## config.mk

```make
export PLATFORM = sky130hd
export DESIGN_NAME = leig_top
export DESIGN_NICKNAME = d
export VERILOG_FILES = /design/src/logic/leig_pkg.sv /design/src/logic/leig_reset_sync.sv /design/src/logic/leig_top.sv
export SDC_FILE = /design/constraint.sdc
export NUM_CORES = 1
export LEC_CHECK = 0
export ABC_CLOCK_PERIOD_IN_PS = 1170
export BUFFER_PORTS_ARGS = -buffer_cell sky130_fd_sc_hd__buf_2
export CORE_ASPECT_RATIO = 1.25
export CORE_UTILIZATION = 45
export CTS_BUF_LIST = sky130_fd_sc_hd__clkbuf_4 sky130_fd_sc_hd__clkbuf_8 sky130_fd_sc_hd__clkbuf_16
export CTS_CLUSTER_SIZE = 8
export DETAILED_ROUTE_END_ITERATION = 6
export MAX_ROUTING_LAYER = met4
export PLACE_DENSITY = 0.73
export SETUP_SLACK_MARGIN = 0.5
export SYNTH_ARGS = -nofsm -noshare
export SYNTH_HDL_FRONTEND = slang
export SYNTH_SLANG_ARGS = --single-unit
```

## constraint.sdc

```tcl
create_clock -name CORE_CLK -period 1.17 [get_ports CORE_CLK]
set_clock_uncertainty 0.15 [all_clocks]
set_input_delay 0.117 -clock CORE_CLK [delete_from_list [all_inputs] [get_ports CORE_CLK]]
set_output_delay 0.117 -clock CORE_CLK [all_outputs]
set_load 0.02 [all_outputs]
```

## src/logic/leig_pkg.sv

```systemverilog
// package: register map, field positions and reset values of the link event interrupt group
package leig_pkg;

    // ****************************************************************
    // register offsets
    // ****************************************************************
    localparam logic [7:0] LEIG_MASK_ADDR  = 8'h7D;
    localparam logic [7:0] LEIG_PEEK_ADDR  = 8'h7E;
    localparam logic [7:0] LEIG_CLEAR_ADDR = 8'h7F;

    // ****************************************************************
    // field positions
    // ****************************************************************
    localparam int LEIG_BIT_WAKE = 5;
    localparam int LEIG_BIT_LINK = 4;
    localparam int LEIG_BIT_JAB  = 3;
    localparam int LEIG_BIT_ANF  = 2;
    localparam int LEIG_BIT_ANC  = 0;

    // implemented bits; 7, 6 and 1 read zero and ignore writes
    localparam logic [7:0] LEIG_IMPL_MASK  = 8'h3D;
    localparam logic [7:0] LEIG_MASK_RESET = 8'h00;
    localparam logic [7:0] LEIG_FLAG_RESET = 8'h00;

endpackage

```

## src/logic/leig_reset_sync.sv

```systemverilog
// two flip-flop synchroniser for the active-low reset release
`timescale 1ns/1ns
module leig_reset_sync (
    input  wire logic clk,
    input  wire logic arst_n,
    output logic      srst_n
);
    typedef struct packed {
        logic meta;
        logic sync;
    } leig_sync_state_t;

    leig_sync_state_t sync_reg;
    leig_sync_state_t sync_next;

    // only the second stage is read outside, the first may be metastable
    always_comb begin
        sync_next.meta = 1'b1;
        sync_next.sync = sync_reg.meta;
    end

    // asserts at once, releases after two edges
    always_ff @(posedge clk or negedge arst_n) begin
        if (!arst_n) begin
            sync_reg <= '{meta: 1'b0, sync: 1'b0};
        end else begin
            sync_reg <= sync_next;
        end
    end

    assign srst_n = sync_reg.sync;
endmodule // leig_reset_sync

```

## src/logic/leig_top.sv

```systemverilog
// link event interrupt group: sticky flags, mask, clear-on-read and mirror status
`timescale 1ns/1ns

// How it works
// - reading 0x7F returns flags, then clears every flag except one whose event edge arrives in the same cycle
// - reading 0x7E returns the same flags and clears nothing
// - wake flag at bit 5 set on network connection, sticky
// - link change flag at bit 4 set on any link status change, sticky
// - jabber flag at bit 3 set on jabber detection, sticky
// - negotiation failed flag at bit 2 set on failure, sticky
// - negotiation done flag at bit 0 set on completion, sticky
// - mirror register shows flags at identical positions, read only
// - bits 7 and 6 read zero in all three registers, writes ignored
// - bit 1 reserved, reads zero; host must write zero there
module leig_top
    import leig_pkg::*;
(
    input  wire logic       CORE_CLK,
    input  wire logic       NRST,
    input  wire logic [7:0] ADDR,
    input  wire logic       RD_STB,
    input  wire logic       WR_STB,
    input  wire logic [7:0] WDATA,
    output logic      [7:0] RDATA,
    input  wire logic       EV_CONNECT,
    input  wire logic       EV_LINK_CHANGE,
    input  wire logic       EV_JABBER,
    input  wire logic       EV_NEG_FAILED,
    input  wire logic       EV_NEG_DONE,
    output logic            IRQ
);

    // ****************************************************************
    // reset release and input synchronisers
    // ****************************************************************
    logic rst_n;

    leig_reset_sync u_rst (
        .clk    (CORE_CLK),
        .arst_n (NRST),
        .srst_n (rst_n)
    );

    typedef struct packed {
        logic [4:0] ev_meta;
        logic [4:0] ev_sync;
        logic [4:0] ev_prev;
        logic [7:0] flags;
        logic [7:0] mask;
        logic [7:0] rdata;
        logic       irq;
    } leig_state_t;

    leig_state_t st_reg;
    leig_state_t st_next;

    // event inputs are level pins from the link logic; a rising edge is one event
    logic [7:0] ev_pulse;
    logic       rd_clear;
    logic       rd_peek;

    always_comb begin
        st_next  = st_reg;
        ev_pulse = 8'h00;
        rd_clear = RD_STB && (ADDR == LEIG_CLEAR_ADDR);
        rd_peek  = RD_STB && (ADDR == LEIG_PEEK_ADDR);

        st_next.ev_meta = {EV_CONNECT, EV_LINK_CHANGE, EV_JABBER, EV_NEG_FAILED, EV_NEG_DONE};
        st_next.ev_sync = st_reg.ev_meta;
        st_next.ev_prev = st_reg.ev_sync;

        ev_pulse[LEIG_BIT_WAKE] = st_reg.ev_sync[4] & ~st_reg.ev_prev[4];
        ev_pulse[LEIG_BIT_LINK] = st_reg.ev_sync[3] & ~st_reg.ev_prev[3];
        ev_pulse[LEIG_BIT_JAB]  = st_reg.ev_sync[2] & ~st_reg.ev_prev[2];
        ev_pulse[LEIG_BIT_ANF]  = st_reg.ev_sync[1] & ~st_reg.ev_prev[1];
        ev_pulse[LEIG_BIT_ANC]  = st_reg.ev_sync[0] & ~st_reg.ev_prev[0];

        // ****************************************************************
        // register reads; data registered on the strobe cycle
        // ****************************************************************
        if (RD_STB) begin
            unique case (ADDR)
                LEIG_CLEAR_ADDR: st_next.rdata = st_reg.flags & LEIG_IMPL_MASK;
                LEIG_PEEK_ADDR:  st_next.rdata = st_reg.flags & LEIG_IMPL_MASK;
                LEIG_MASK_ADDR:  st_next.rdata = st_reg.mask & LEIG_IMPL_MASK;
                default:         st_next.rdata = 8'h00;
            endcase
        end

        // clear first, then set: a coincident event survives the clearing read
        if (rd_clear) begin
            st_next.flags = 8'h00;
        end
        st_next.flags = (st_next.flags | ev_pulse) & LEIG_IMPL_MASK;

        // reserved bits dropped so a careless write cannot enable them
        if (WR_STB && (ADDR == LEIG_MASK_ADDR)) begin
            st_next.mask = WDATA & LEIG_IMPL_MASK;
        end

        st_next.irq = |(st_next.flags & st_next.mask);
    end

    always_ff @(posedge CORE_CLK or negedge rst_n) begin
        if (!rst_n) begin
            st_reg <= '{ev_meta: 5'h00, ev_sync: 5'h00, ev_prev: 5'h00,
                        flags: LEIG_FLAG_RESET, mask: LEIG_MASK_RESET,
                        rdata: 8'h00, irq: 1'b0};
        end else begin
            st_reg <= st_next;
        end
    end

    assign RDATA = st_reg.rdata;
    assign IRQ   = st_reg.irq;

    // ****************************************************************
    // assertions
    // ****************************************************************
    a_clear_read_empties: assert property (@(posedge CORE_CLK) disable iff (!rst_n)
        rd_clear && ev_pulse == 8'h00 |=> st_reg.flags == 8'h00)
        else $error("clearing read left a flag set");

    a_clear_read_data: assert property (@(posedge CORE_CLK) disable iff (!rst_n)
        rd_clear |=> RDATA == ($past(st_reg.flags) & LEIG_IMPL_MASK))
        else $error("clearing read returned wrong data");

    a_peek_keeps_flags: assert property (@(posedge CORE_CLK) disable iff (!rst_n)
        rd_peek |=> (st_reg.flags & $past(st_reg.flags)) == $past(st_reg.flags))
        else $error("mirror read cleared a flag");

    a_peek_same_bits: assert property (@(posedge CORE_CLK) disable iff (!rst_n)
        rd_peek |=> RDATA == $past(st_reg.flags))
        else $error("mirror read data differs from flags");

    a_jabber_sticky: assert property (@(posedge CORE_CLK) disable iff (!rst_n)
        ev_pulse[LEIG_BIT_JAB] |=> st_reg.flags[LEIG_BIT_JAB] ##1
        (st_reg.flags[LEIG_BIT_JAB] || $past(rd_clear)))
        else $error("jabber flag not held");

    a_wake_sets: assert property (@(posedge CORE_CLK) disable iff (!rst_n)
        ev_pulse[LEIG_BIT_WAKE] |=> st_reg.flags[LEIG_BIT_WAKE])
        else $error("wake flag not set");

    a_event_wins: assert property (@(posedge CORE_CLK) disable iff (!rst_n)
        rd_clear && ev_pulse[LEIG_BIT_LINK] |=> st_reg.flags[LEIG_BIT_LINK])
        else $error("event lost to clearing read");

    a_reserved_zero: assert property (@(posedge CORE_CLK) disable iff (!rst_n)
        (RDATA & ~LEIG_IMPL_MASK) == 8'h00 && (st_reg.mask & ~LEIG_IMPL_MASK) == 8'h00)
        else $error("reserved bit reads nonzero");

    a_irq_follows: assert property (@(posedge CORE_CLK) disable iff (!rst_n)
        IRQ == |(st_reg.flags & st_reg.mask))
        else $error("interrupt request disagrees with flags and mask");

    a_mask_write: assert property (@(posedge CORE_CLK) disable iff (!rst_n)
        WR_STB && ADDR == LEIG_MASK_ADDR |=> st_reg.mask == ($past(WDATA) & LEIG_IMPL_MASK))
        else $error("mask write not stored");

    // ****************************************************************
    // assertions: each flag is set by its own event and then held
    // ****************************************************************
    a_link_sets: assert property (@(posedge CORE_CLK) disable iff (!rst_n)
        ev_pulse[LEIG_BIT_LINK] |=> st_reg.flags[LEIG_BIT_LINK])
        else $error("link change flag not set");

    a_neg_failed_sets: assert property (@(posedge CORE_CLK) disable iff (!rst_n)
        ev_pulse[LEIG_BIT_ANF] |=> st_reg.flags[LEIG_BIT_ANF])
        else $error("negotiation failed flag not set");

    a_neg_done_sets: assert property (@(posedge CORE_CLK) disable iff (!rst_n)
        ev_pulse[LEIG_BIT_ANC] |=> st_reg.flags[LEIG_BIT_ANC])
        else $error("negotiation done flag not set");

    a_wake_sticky: assert property (@(posedge CORE_CLK) disable iff (!rst_n)
        st_reg.flags[LEIG_BIT_WAKE] && !rd_clear |=> st_reg.flags[LEIG_BIT_WAKE])
        else $error("wake flag dropped without clearing read");

    a_link_sticky: assert property (@(posedge CORE_CLK) disable iff (!rst_n)
        st_reg.flags[LEIG_BIT_LINK] && !rd_clear |=> st_reg.flags[LEIG_BIT_LINK])
        else $error("link change flag dropped without clearing read");

    a_neg_failed_sticky: assert property (@(posedge CORE_CLK) disable iff (!rst_n)
        st_reg.flags[LEIG_BIT_ANF] && !rd_clear |=> st_reg.flags[LEIG_BIT_ANF])
        else $error("negotiation failed flag dropped without clearing read");

    a_neg_done_sticky: assert property (@(posedge CORE_CLK) disable iff (!rst_n)
        st_reg.flags[LEIG_BIT_ANC] && !rd_clear |=> st_reg.flags[LEIG_BIT_ANC])
        else $error("negotiation done flag dropped without clearing read");

    // a flag that rises on its own would raise a request nobody can explain
    a_flag_needs_event: assert property (@(posedge CORE_CLK) disable iff (!rst_n)
        ev_pulse == 8'h00 |=> (st_reg.flags & ~$past(st_reg.flags)) == 8'h00)
        else $error("flag set with no event");

    a_event_all_win: assert property (@(posedge CORE_CLK) disable iff (!rst_n)
        rd_clear |=> (st_reg.flags & $past(ev_pulse)) == $past(ev_pulse))
        else $error("coincident event lost to clearing read");

    // ****************************************************************
    // assertions: register access and interrupt request
    // ****************************************************************
    a_bit_one_zero: assert property (@(posedge CORE_CLK) disable iff (!rst_n)
        st_reg.flags[1] == 1'b0 && st_reg.mask[1] == 1'b0 && RDATA[1] == 1'b0)
        else $error("reserved bit one not zero");

    a_mask_other_addr: assert property (@(posedge CORE_CLK) disable iff (!rst_n)
        WR_STB && ADDR != LEIG_MASK_ADDR |=> $stable(st_reg.mask))
        else $error("write to another address changed the mask");

    a_write_keeps_flags: assert property (@(posedge CORE_CLK) disable iff (!rst_n)
        WR_STB && !rd_clear && ev_pulse == 8'h00 |=> $stable(st_reg.flags))
        else $error("write changed a read only flag");

    a_jabber_irq: assert property (@(posedge CORE_CLK) disable iff (!rst_n)
        st_reg.flags[LEIG_BIT_JAB] && st_reg.mask[LEIG_BIT_JAB] |-> IRQ)
        else $error("enabled jabber flag raised no request");

    a_irq_masked_off: assert property (@(posedge CORE_CLK) disable iff (!rst_n)
        st_reg.mask == 8'h00 |-> !IRQ)
        else $error("request raised with every enable off");

endmodule // leig_top

```

Yosys cells after proc, flatten, opt, wreduce, memory -nomap -nowiden
Cells that the tools add are included.

cells by class
  equal/unequal tests = 3
  bitwise logic cells = 12
  reduce and logical (&&, ||, !) cells = 4
  multiplexer cells = 3

operators by type and width
  cell                number
  $eq 8x7->1 const B  3
  $pmux 6 s2          1
  $and 6x8->8         1
  $mux 8              1
  $reduce_or 8->1     1
  $mux 6              1
  $or 6x6->6          1
  $and 1x1->1         5
  $not 1->1           5
  $logic_and 1x1->1   2
  $reduce_or 2->1     1

storage, ports and cells
  input bits = 25
  output and inout port bits = 9
  register bits after elaboration = 39
  logic and storage cells = 31

Logic depth before layout (Yosys ltp)
Gate-level depths: netlist of run 1.

  word-level depth = 6
  mapped depth = 6
  gate-level depth less buffers = 5

Hierarchy
From an unflattened synthesis of run 1, not the netlist that was laid out.

unflattened totals
  cells, all modules = 87
  area total of the unflattened synthesis = 1208.7 um^2

modules (own cells, without submodules)
  module           cells an instance  area an instance (um^2)  times used
  leig_top         84                 1154.9                   1
  leig_reset_sync  3                  53.8                     1

Least setup slack after synthesis of run 1
OpenSTA, ideal clock, no wires.

  kind = input to register
  from = in ADDR[7]
  to = reg st_reg, in the netlist IRQ
  stages on the path = 6
  arrival time = 1.450 ns
  library setup time = 0.140 ns
  path slack = -0.570 ns
  cell sequence = and4b_4 -> and4b_1 -> buf_6 -> mux2_4 -> a222oi_1 -> o211ai_1

RTL lines
  element                 RTL line         RTL
  start: declaration      leig_top.sv:20   input wire logic [7:0] ADDR,
  end signal: assignment  leig_top.sv:106  st_reg <= '{ev_meta: 5'h00, ev_sync: 5'h00, ev_prev: 5'h00,
  end signal: assignment  leig_top.sv:110  st_reg <= st_next;
  end: declaration        leig_top.sv:54   leig_state_t st_reg;

==> results of run 1 <==
metal layers:
layer	GRT usage	part of all wire	wire [µm]	up-vias
met3	0.0891	0.061	147	5
met1	0.193	0.40	960	404
li1	-	-	-	401
met2	0.348	0.52	1240	27
met4	0.0882	0.018	42	0
met5	-	0	0	-
worst max-delay path, stage by stage:
cell and delay, ns:
buf_6 0.09, and4b_4 0.31, and4b_2 0.30, mux2_4 0.32, a222oi_1 0.32, o211ai_1 0.13
cell type report:
class,instances,share of cell area
multi-input cells,42,0.200
inverters,6,0.0130
clock buffers,6,0.0261
flip-flops and latches,33,0.480
repair buffers,53,0.237
clock inverters,2,0.0203
well taps,33,0.0239
stage by stage:
| step | total power [W] | worst slack (ns) | util | std cells |
|---|---|---|---|---|
| detailed placement | 0.00142 | -0.789 | 0.562 | 150 |
| finish | 0.00233 | -0.349 | 0.691 | 175 |
| global route | 0.00245 | -0.405 | 0.691 | 175 |
| floorplan | 0.00137 | -0.567 | - | 92 |
| global placement | 0.00141 | -0.753 | 0.562 | 150 |
| CTS | 0.00234 | -0.375 | 0.669 | 170 |
power by group:
group          internal (W)  switching (W)
combinational      0.000146       0.000114
sequential          0.00120      0.0000309
clock              0.000471       0.000374
total               0.00182       0.000519
synth_stat cells (2+ instances only):
library cell,count
mux2_4,2
a22oi_1,5
nor2_1,6
a22o_1,3
inv_1,6
nand2_1,3
conb_1,2
buf_4,8
a21oi_1,5
clkbuf_1,2
dfrtp_1,33
worst paths after layout:
path                              startpoint           end  depth (start not counted)
worst min-delay path                WDATA[4]    st_reg[13]                          2
min in group asynchronous               NRST  u_rst.srst_n                          2
max in group asynchronous       u_rst.srst_n    st_reg[14]                          1
worst max register to register    st_reg[13]           IRQ                          3
worst max-delay path                 ADDR[7]           IRQ                          6
worst min register to register  u_rst.srst_n      RDATA[4]                          1
repair_timing:
action,CTS,global route
endpoints found under the setup margin,53,24
cloned,0,0
resized for setup,21,3
pin swaps,5,4
hold buffers,4,2
hold endpoints to repair,19,10
buffers inserted,8,3
cells in the final DEF (no fill, tap or decap), types with 2 or more instances in the layout:
cell type,synthesis,routed
mux2_2,1,2
mux2_4,2,2
buf_2,0,20
buf_6,1,9
buf_4,8,17
dfrtp_1,33,32
a22o_1,3,3
conb_1,2,4
a21oi_1,5,3
nor2_1,6,6
clkbuf_4,0,6
nand2_1,3,3
a21oi_2,0,2
dlygate4sd3_1,0,6
a22oi_2,0,5
inv_1,6,6
logic make-up (layout without fill, tap and decap cells):
kind of cell    after synthesis  in the layout  share of synthesized area
compound gates               17             17                      0.103
buf+inv                      17             67                     0.0832
flops                        33             33                      0.678
mux                           5              5                     0.0514
other cells                   2              4                    0.00617
simple gates                 16             16                     0.0781
==> metrics.yaml, run 1 <==
status: "finished, violations left"
violations: "negative hold slack, negative setup slack"
cts_buffers: 5
ys_types: 26
register_area_um2: 830
grt_antenna_before_repair: 0
reg2reg_slack_ns: -0.23
worstSetupStartpointType: "primary input"
avgSynthCellArea_um2: 13.5
fmax_ghz: 0.658
grt_max_degree: 17
grt_pass1_vias: 894
synth_area_leaders: "dfrtp_1, buf_4, a22oi_1"
initial_core_util: 0.487
antennaDiodeCount: 0
syn_inst: 90
root_buffer: "clkbuf_4"
gp_congestion: 0.845
setup_slack_ns: -0.349
cts_max_path_buffers: 2
rsz0062_at_grt: "yes"
setup_violations: 3
power_density_nw_per_um2: 1350
dr.pass1.iters: 4
synth_ff_type: "dfrtp_1"
largest_register_ffs: 15
slew_viol_final: 0
grt.overflow.total: 0
async_reset_ff_frac: 1.00
yosysTopAreaCell: "dfrtp_1"
remaining_drc_errors: 0
drv_cap: 0
fp-row-count: 20
io_buffers: 27
yosysTopAreaCellShare: 0.678
p_leak_nw: 0.840
grt_pass1_wl_um: 3930
antenna_violating_nets_post_route: 0
dr.first_iter.drc_count: 12
ir_drop_uv: 1250
cts_tree: "yes"
drt-total-wl_um: 2390
post_route_cells_drive_above_1_share: 0.514
num_io_pins: 34
synth_seq_cells: 33
synthesis.area_um2: 1220
fin_crit_sh: 1.30
viasPerCell: 4.78
worst_ep_required_time_ns: 1.24
die_x_um: 48.5
holdWs_ns: -0.127
period_minus_slack_ns: 1.52
area_growth_pct: 41.9
placed_area_um2: 1410
worst_setup_path_end_kind: "flip-flop"
dieArea_um2: 2920
worstPathArrival_ns: 1.58
htreeDepth: 2
yosys_warnings: 0
num_vias: 837
die_y_um: 60.2
synth_edf_count: 0
final_area_um2: 1730
clkLatencyLatePin_ns: 0.34
yosysSeqAreaShare: 0.678
design.core.area_um2: 2500
fillerInstances: 190
clk_pin_slew_ns: 0.10
crit_type: "in -> reg"
multi_input_area_um2: 345
post_drt_wl_per_cell_um: 13.7
nets: 166
finalSetupTns_ns: -0.423
cts.sinks: 33
worstPathMaxFanout: 4
grt_usage: 0.200
hold_viol_final: 9
dpl.hpwl_um: 1580
hold_class: "in -> reg"
Power figures use the tool's default switching activity.
==> inputs of run 2 (changes only) <==
--- a/config.mk
+++ b/config.mk
@@ -12,7 +12,6 @@
 export CTS_BUF_LIST = sky130_fd_sc_hd__clkbuf_4 sky130_fd_sc_hd__clkbuf_8 sky130_fd_sc_hd__clkbuf_16
 export CTS_CLUSTER_SIZE = 8
 export DETAILED_ROUTE_END_ITERATION = 6
-export MAX_ROUTING_LAYER = met4
 export PLACE_DENSITY = 0.73
 export SETUP_SLACK_MARGIN = 0.5
 export SYNTH_ARGS = -nofsm -noshare
==> metrics.yaml, run 2 (same netlist as run 1, synthesis figures left out) <==
status: "finished, violations left"
violations: "negative hold slack, negative setup slack"
hold_start: "WDATA[4]"
period_minus_slack_ns: 1.52  # +0.000761 ns
finalSetupTns_ns: -0.425  # -0.00248 ns
post_route_cells_drive_above_1_share: 0.514  # unchanged
dr.pass1.iters: 4  # unchanged
reg2reg_slack_ns: -0.23  # about the same
initial_core_util: 0.487  # unchanged
gp_congestion: 0.833  # -1.5%
hold_end: "st_reg[13]"
slew_viol_final: 0  # unchanged
antennaDiodeCount: 0  # unchanged
drt-total-wl_um: 2390  # about the same
ir_drop_uv: 1250  # about the same
die_x_um: 48.5  # unchanged
cts_buffers: 5  # unchanged
hold_viol_final: 9  # unchanged
post_drt_wl_per_cell_um: 13.7  # about the same
grt_antenna_before_repair: 0  # unchanged
cts.sinks: 33  # unchanged
r2r_end: "IRQ"
dr.first_iter.drc_count: 14  # +2
rr_worst_depth: 3  # unchanged
setup_slack_ns: -0.349  # -0.000761 ns
worst_ep_required_time_ns: 1.24  # about the same
nets: 166  # unchanged
holdWs_ns: -0.126  # +0.000891 ns
clkLatencyLatePin_ns: 0.34  # about the same
worstPathMaxFanout: 4  # unchanged
crit_type: "in -> reg"
fp-row-count: 20  # unchanged
grt_usage: 0.194  # -0.00605
fin_crit_sh: 1.30  # about the same
clk_pin_slew_ns: 0.10  # about the same
worst_setup_path_end_kind: "flip-flop"
viasPerCell: 4.79  # +0.12%
hold_path_depth: 2  # unchanged
fmax_ghz: 0.658  # about the same
dieArea_um2: 2920  # unchanged
design.core.area_um2: 2500  # unchanged
setup_violations: 3  # unchanged
worstPathArrival_ns: 1.58  # about the same
num_io_pins: 34  # unchanged
num_vias: 838  # +0.12%
grt_pass1_vias: 893  # -0.11%
remaining_drc_errors: 0  # unchanged
htreeDepth: 2  # unchanged
worstSetupStartpointType: "primary input"
power_density_nw_per_um2: 1350  # about the same
final_cell_mix: "dfrtp_1, buf_2, buf_4"
dpl.hpwl_um: 1580  # unchanged
grt.overflow.total: 0  # unchanged
cts_max_path_buffers: 2  # unchanged
root_buffer: "clkbuf_4"
drv_cap: 0  # unchanged
area_growth_pct: 41.9  # unchanged
hold_class: "in -> reg"
r2r_start: "st_reg[13]"
antenna_violating_nets_post_route: 0  # unchanged
largest_register_ffs: 15  # unchanged
p_leak_nw: 0.840  # unchanged
rsz0062_at_grt: "yes"
grt_pass1_wl_um: 3930  # unchanged
dp_worst_setup_slack_ns: -0.789  # unchanged
grt_max_degree: 17  # unchanged
final_common_cell: "dfrtp_1"
io_buffers: 27  # unchanged
cts_tree: "yes"
die_y_um: 60.2  # unchanged
run 2: repair_timing:
item	CTS	global route
pin swaps	5	4
hold buffers	4	2
endpoints found under the setup margin	53	24
setup buffers	8	3
endpoints found under the hold margin	19	10
gates resized for setup	21	3
run 2: cell type report:
type | count | area (µm²)
clock buffer | 6 | 45.0
clock inverter | 2 | 35.0
fill | 190 | 774
inverter | 6 | 22.5
multi-input combinational | 42 | 345
sequential | 33 | 830
tap | 33 | 41.3
timing repair buffer | 53 | 409
run 2: per-stage QoR:
stage / std cells / cell area (µm²) / hold slack, ns / util / total power (W)
CTS: 170 / 1670 / -0.268 / 0.669 / 0.00234
global placement: 150 / 1410 / -0.247 / 0.562 / 0.00141
finish: 175 / 1730 / -0.126 / 0.691 / 0.00233
global route: 175 / 1730 / -0.146 / 0.691 / 0.00245
detailed placement: 150 / 1410 / -0.245 / 0.562 / 0.00142
floorplan: 92 / 1260 / -0.329 / - / 0.00137
run 2: worst max-delay path, cell delays in order:
cell and delay, ns:
buf_6 0.09, and4b_4 0.31, and4b_2 0.30, mux2_4 0.32, a222oi_1 0.32, o211ai_1 0.13
run 2: how the worst max path moves through the flow:
stage / startpoint / end / slack [ns] / cells past startpoint
6_report: ADDR[7] / IRQ / -0.35 / 6
4_1_cts: ADDR[7] / IRQ / -0.37 / 6
2_1_floorplan: ADDR[7] / IRQ / -0.57 / 6
5_1_grt: ADDR[7] / IRQ / -0.40 / 7
3_5_place_dp: ADDR[7] / IRQ / -0.79 / 6
3_3_place_gp: ADDR[7] / IRQ / -0.75 / 6
run 2: layer usage:
layer / vias up / global-route usage / part of all wire
li1: 401 / - / -
met1: 404 / 0.193 / 0.40
met2: 28 / 0.348 / 0.52
met3: 5 / 0.0891 / 0.061
met4: 0 / 0.0882 / 0.018
met5: - / 0 / 0
run 2: power by group:
group	total, W	switching, W	internal, W	leakage [nW]
combinational	0.000261	0.000114	0.000146	0.409
clock	0.000844	0.000373	0.000471	0.0456
sequential	0.00123	0.0000309	0.00120	0.386
total	0.00233	0.000518	0.00182	0.840
==> inputs of run 3 (changes only) <==
--- a/config.mk
+++ b/config.mk
@@ -5,7 +5,7 @@
 export SDC_FILE = /design/constraint.sdc
 export NUM_CORES = 1
 export LEC_CHECK = 0
-export ABC_CLOCK_PERIOD_IN_PS = 1170
+export ABC_CLOCK_PERIOD_IN_PS = 1250
 export BUFFER_PORTS_ARGS = -buffer_cell sky130_fd_sc_hd__buf_2
 export CORE_ASPECT_RATIO = 1.25
 export CORE_UTILIZATION = 45
==> constraint.sdc (replaced) <==
create_clock -name CORE_CLK -period 1.25 [get_ports CORE_CLK]
set_clock_uncertainty 0.15 [all_clocks]
set_input_delay 0.125 -clock CORE_CLK [delete_from_list [all_inputs] [get_ports CORE_CLK]]
set_output_delay 0.125 -clock CORE_CLK [all_outputs]
set_load 0.02 [all_outputs]
==> metrics.yaml, run 3 (same netlist as run 1, synthesis figures left out) <==
dpl.hpwl_um: 1560  # -1.1%
swShare: 0.244  # +0.0220
placed_area_um2: 1420  # +0.71%
worstPathArrival_ns: 1.58  # about the same
grt.overflow.total: 0  # unchanged
fillerInstances: 176  # -7.4%
final_cell_mix: "dfrtp_1, buf_2, buf_6"
grt_pass1_vias: 873  # -2.2%
finalPower_w: 0.00197  # -15%
pwr-share-clk: 0.293  # -0.069
rsz0062_at_grt: "yes"
hold_class: "in -> reg"
worstSetupStartpointType: "primary input"
root_buffer: "clkbuf_4"
num_vias: 830  # -0.95%
antenna_violating_nets_post_route: 0  # unchanged
critical-path-top-delay-family: "simple AND/OR/NAND/NOR gates"
design.core.area_um2: 2500  # unchanged
cts_tree: "yes"
ir_drop_uv: 971  # -22%
grt_antenna_before_repair: 0  # unchanged
slew_viol_final: 0  # unchanged
grt_pass1_wl_um: 3690  # -6.2%
crit_type: "in -> reg"
r2r_start: "st_reg[13]"
fmax_ghz: 0.659
status: "finished, violations left"
cts_buffers: 5  # unchanged
worstPathCellList: "buf_6 > and4b_4 > and4b_2 > buf_4 > buf_6 > mux2_4 > a21bo_1 > o211ai_1"
die_y_um: 60.2  # unchanged
dp_cells: 150  # unchanged
max_stage_delay_ns: 0.31  # about the same
fin_crit_sh: 1.21
hold_path_depth: 2  # unchanged
grt_max_degree: 26  # +9
worst_setup_path_end_kind: "flip-flop"
final_area_um2: 1730  # +0.22%
drt-total-wl_um: 2290  # -4.3%
comb_power_share: 0.122  # +0.010
rr_worst_depth: 3  # unchanged
clk_pin_slew_ns: 0.10  # about the same
period_minus_slack_ns: 1.52
nets: 165  # -0.60%
r2r_end: "IRQ"
violations: "negative hold slack, negative setup slack"
critPathBufInv: 3  # +2
die_x_um: 48.5  # unchanged
clkLatencyLatePin_ns: 0.33  # about the same
reg2reg_slack_ns: -0.17  # +0.06 ns
final_common_cell: "dfrtp_1"
drv_cap: 0  # unchanged
num_io_pins: 34  # unchanged
hold_start: "WDATA[4]"
p_sw_w: 0.000482  # -7.0%
hold_end: "st_reg[13]"
cts_max_path_buffers: 2  # unchanged
setup_violations: 3  # unchanged
dr.first_iter.drc_count: 8  # -6
setup_slack_ns: -0.268  # +0.0812 ns
post_route_cells_drive_above_1_share: 0.525  # +0.0107
grt_usage: 0.188  # -0.00572
p_leak_nw: 0.832  # -0.88%
internal-power_w: 0.00149  # -18%
fp-row-count: 20  # unchanged
initial_core_util: 0.487  # unchanged
post_drt_wl_per_cell_um: 13.2  # -3.8%
dieArea_um2: 2920  # unchanged
power_density_nw_per_um2: 1140  # -16%
crit_slowest_cell: "and4b_4"
final_cells: 174  # -0.57%
holdWs_ns: -0.116  # +0.00996 ns
htreeDepth: 2  # unchanged
remaining_drc_errors: 0  # unchanged
crit_path_frequent_cell: "buf_6"
hold_viol_final: 14  # +5
io_buffers: 27  # unchanged
largest_register_ffs: 15  # unchanged
sequentialPowerShare: 0.584  # +0.057
area_growth_pct: 42.2
cts.sinks: 33  # unchanged
cts_hold_buf: 6  # +2
viasPerCell: 4.77  # -0.39%
worst_ep_required_time_ns: 1.31  # +0.07 ns
gp_congestion: 0.821  # -1.4%
antennaDiodeCount: 0  # unchanged
dr.pass1.iters: 4  # unchanged
worstPathMaxFanout: 4  # unchanged
-- run 3: cell count changes in the layout (fill, tap and decap cells not counted) --
cell       change
nor2_1         -1
bufinv_16      -1
nor2_4         +1
buf_4          -5
dfrtp_2        +1
dfrtp_4        -1
mux2_2         -1
mux2_4         +1
mux2i_1        -1
buf_6          +4
clkinv_2       +1
mux2i_4        +1
-- run 3: worst max-delay path by stage --
stage / start / to / cells past startpoint
2_1_floorplan: ADDR[7] / IRQ / 6
3_3_place_gp: ADDR[7] / IRQ / 6
3_5_place_dp: ADDR[7] / IRQ / 6
4_1_cts: ADDR[7] / IRQ / 6
5_1_grt: ADDR[7] / IRQ / 6
6_report: ADDR[7] / IRQ / 8
-- run 3: power by group through the flow --
stage / logic, W / clock network [W] / registers [W]
final: 0.000241 / 0.000579 / 0.00115
after detailed placement: 0.000169 / 0 / 0.00117
after global routing: 0.000261 / 0.000674 / 0.00116
after CTS: 0.000223 / 0.000607 / 0.00115
after floorplan: 0.0000998 / 0 / 0.00118
after global placement: 0.000164 / 0 / 0.00117
-- run 3: repair_timing --
item / 4_1_cts / 5_1_grt
pin swaps: 3 / 6
hold endpoints to repair: 24 / 15
buffers inserted: 4 / 6
cloned: 0 / 0
setup endpoints to repair: 22 / 22
resized for setup: 21 / 13
-- run 3: through the flow --
stage	setup TNS [ns]	utilization	setup WS, ns
2_1_floorplan	-0.872	-	-0.495
3_5_place_dp	-2.97	0.566	-0.694
4_1_cts	-0.272	0.655	-0.272
5_1_grt	-0.457	0.692	-0.312
6_report	-0.373	0.692	-0.268
3_3_place_gp	-2.49	0.566	-0.672
-- run 3: cell type report --
| cell class | count | area, µm² | share of cell area |
|---|---|---|---|
| multi-input cells | 42 | 369 | 0.213 |
| flip-flops and latches | 33 | 827 | 0.478 |
| well taps | 33 | 41.3 | 0.0238 |
| clock buffers | 6 | 45.0 | 0.0260 |
| repair buffers | 52 | 417 | 0.241 |
| clock inverters | 2 | 10.0 | 0.00578 |
| inverters | 6 | 22.5 | 0.0130 |
-- run 3: per-layer routing --
layer / vias up / GRT usage / part of all wire
met1: 396 / 0.176 / 0.40
li1: 401 / - / -
met4: 0 / 0.139 / 0.028
met5: - / 0 / 0
met2: 28 / 0.332 / 0.51
met3: 5 / 0.0789 / 0.056
-- run 3: worst reg2reg max path: stages (launching register included) --
cell	delay [ns]
dfrtp_1	0.42
mux2_4	0.28
a222oi_1	0.30
o211ai_1	0.14
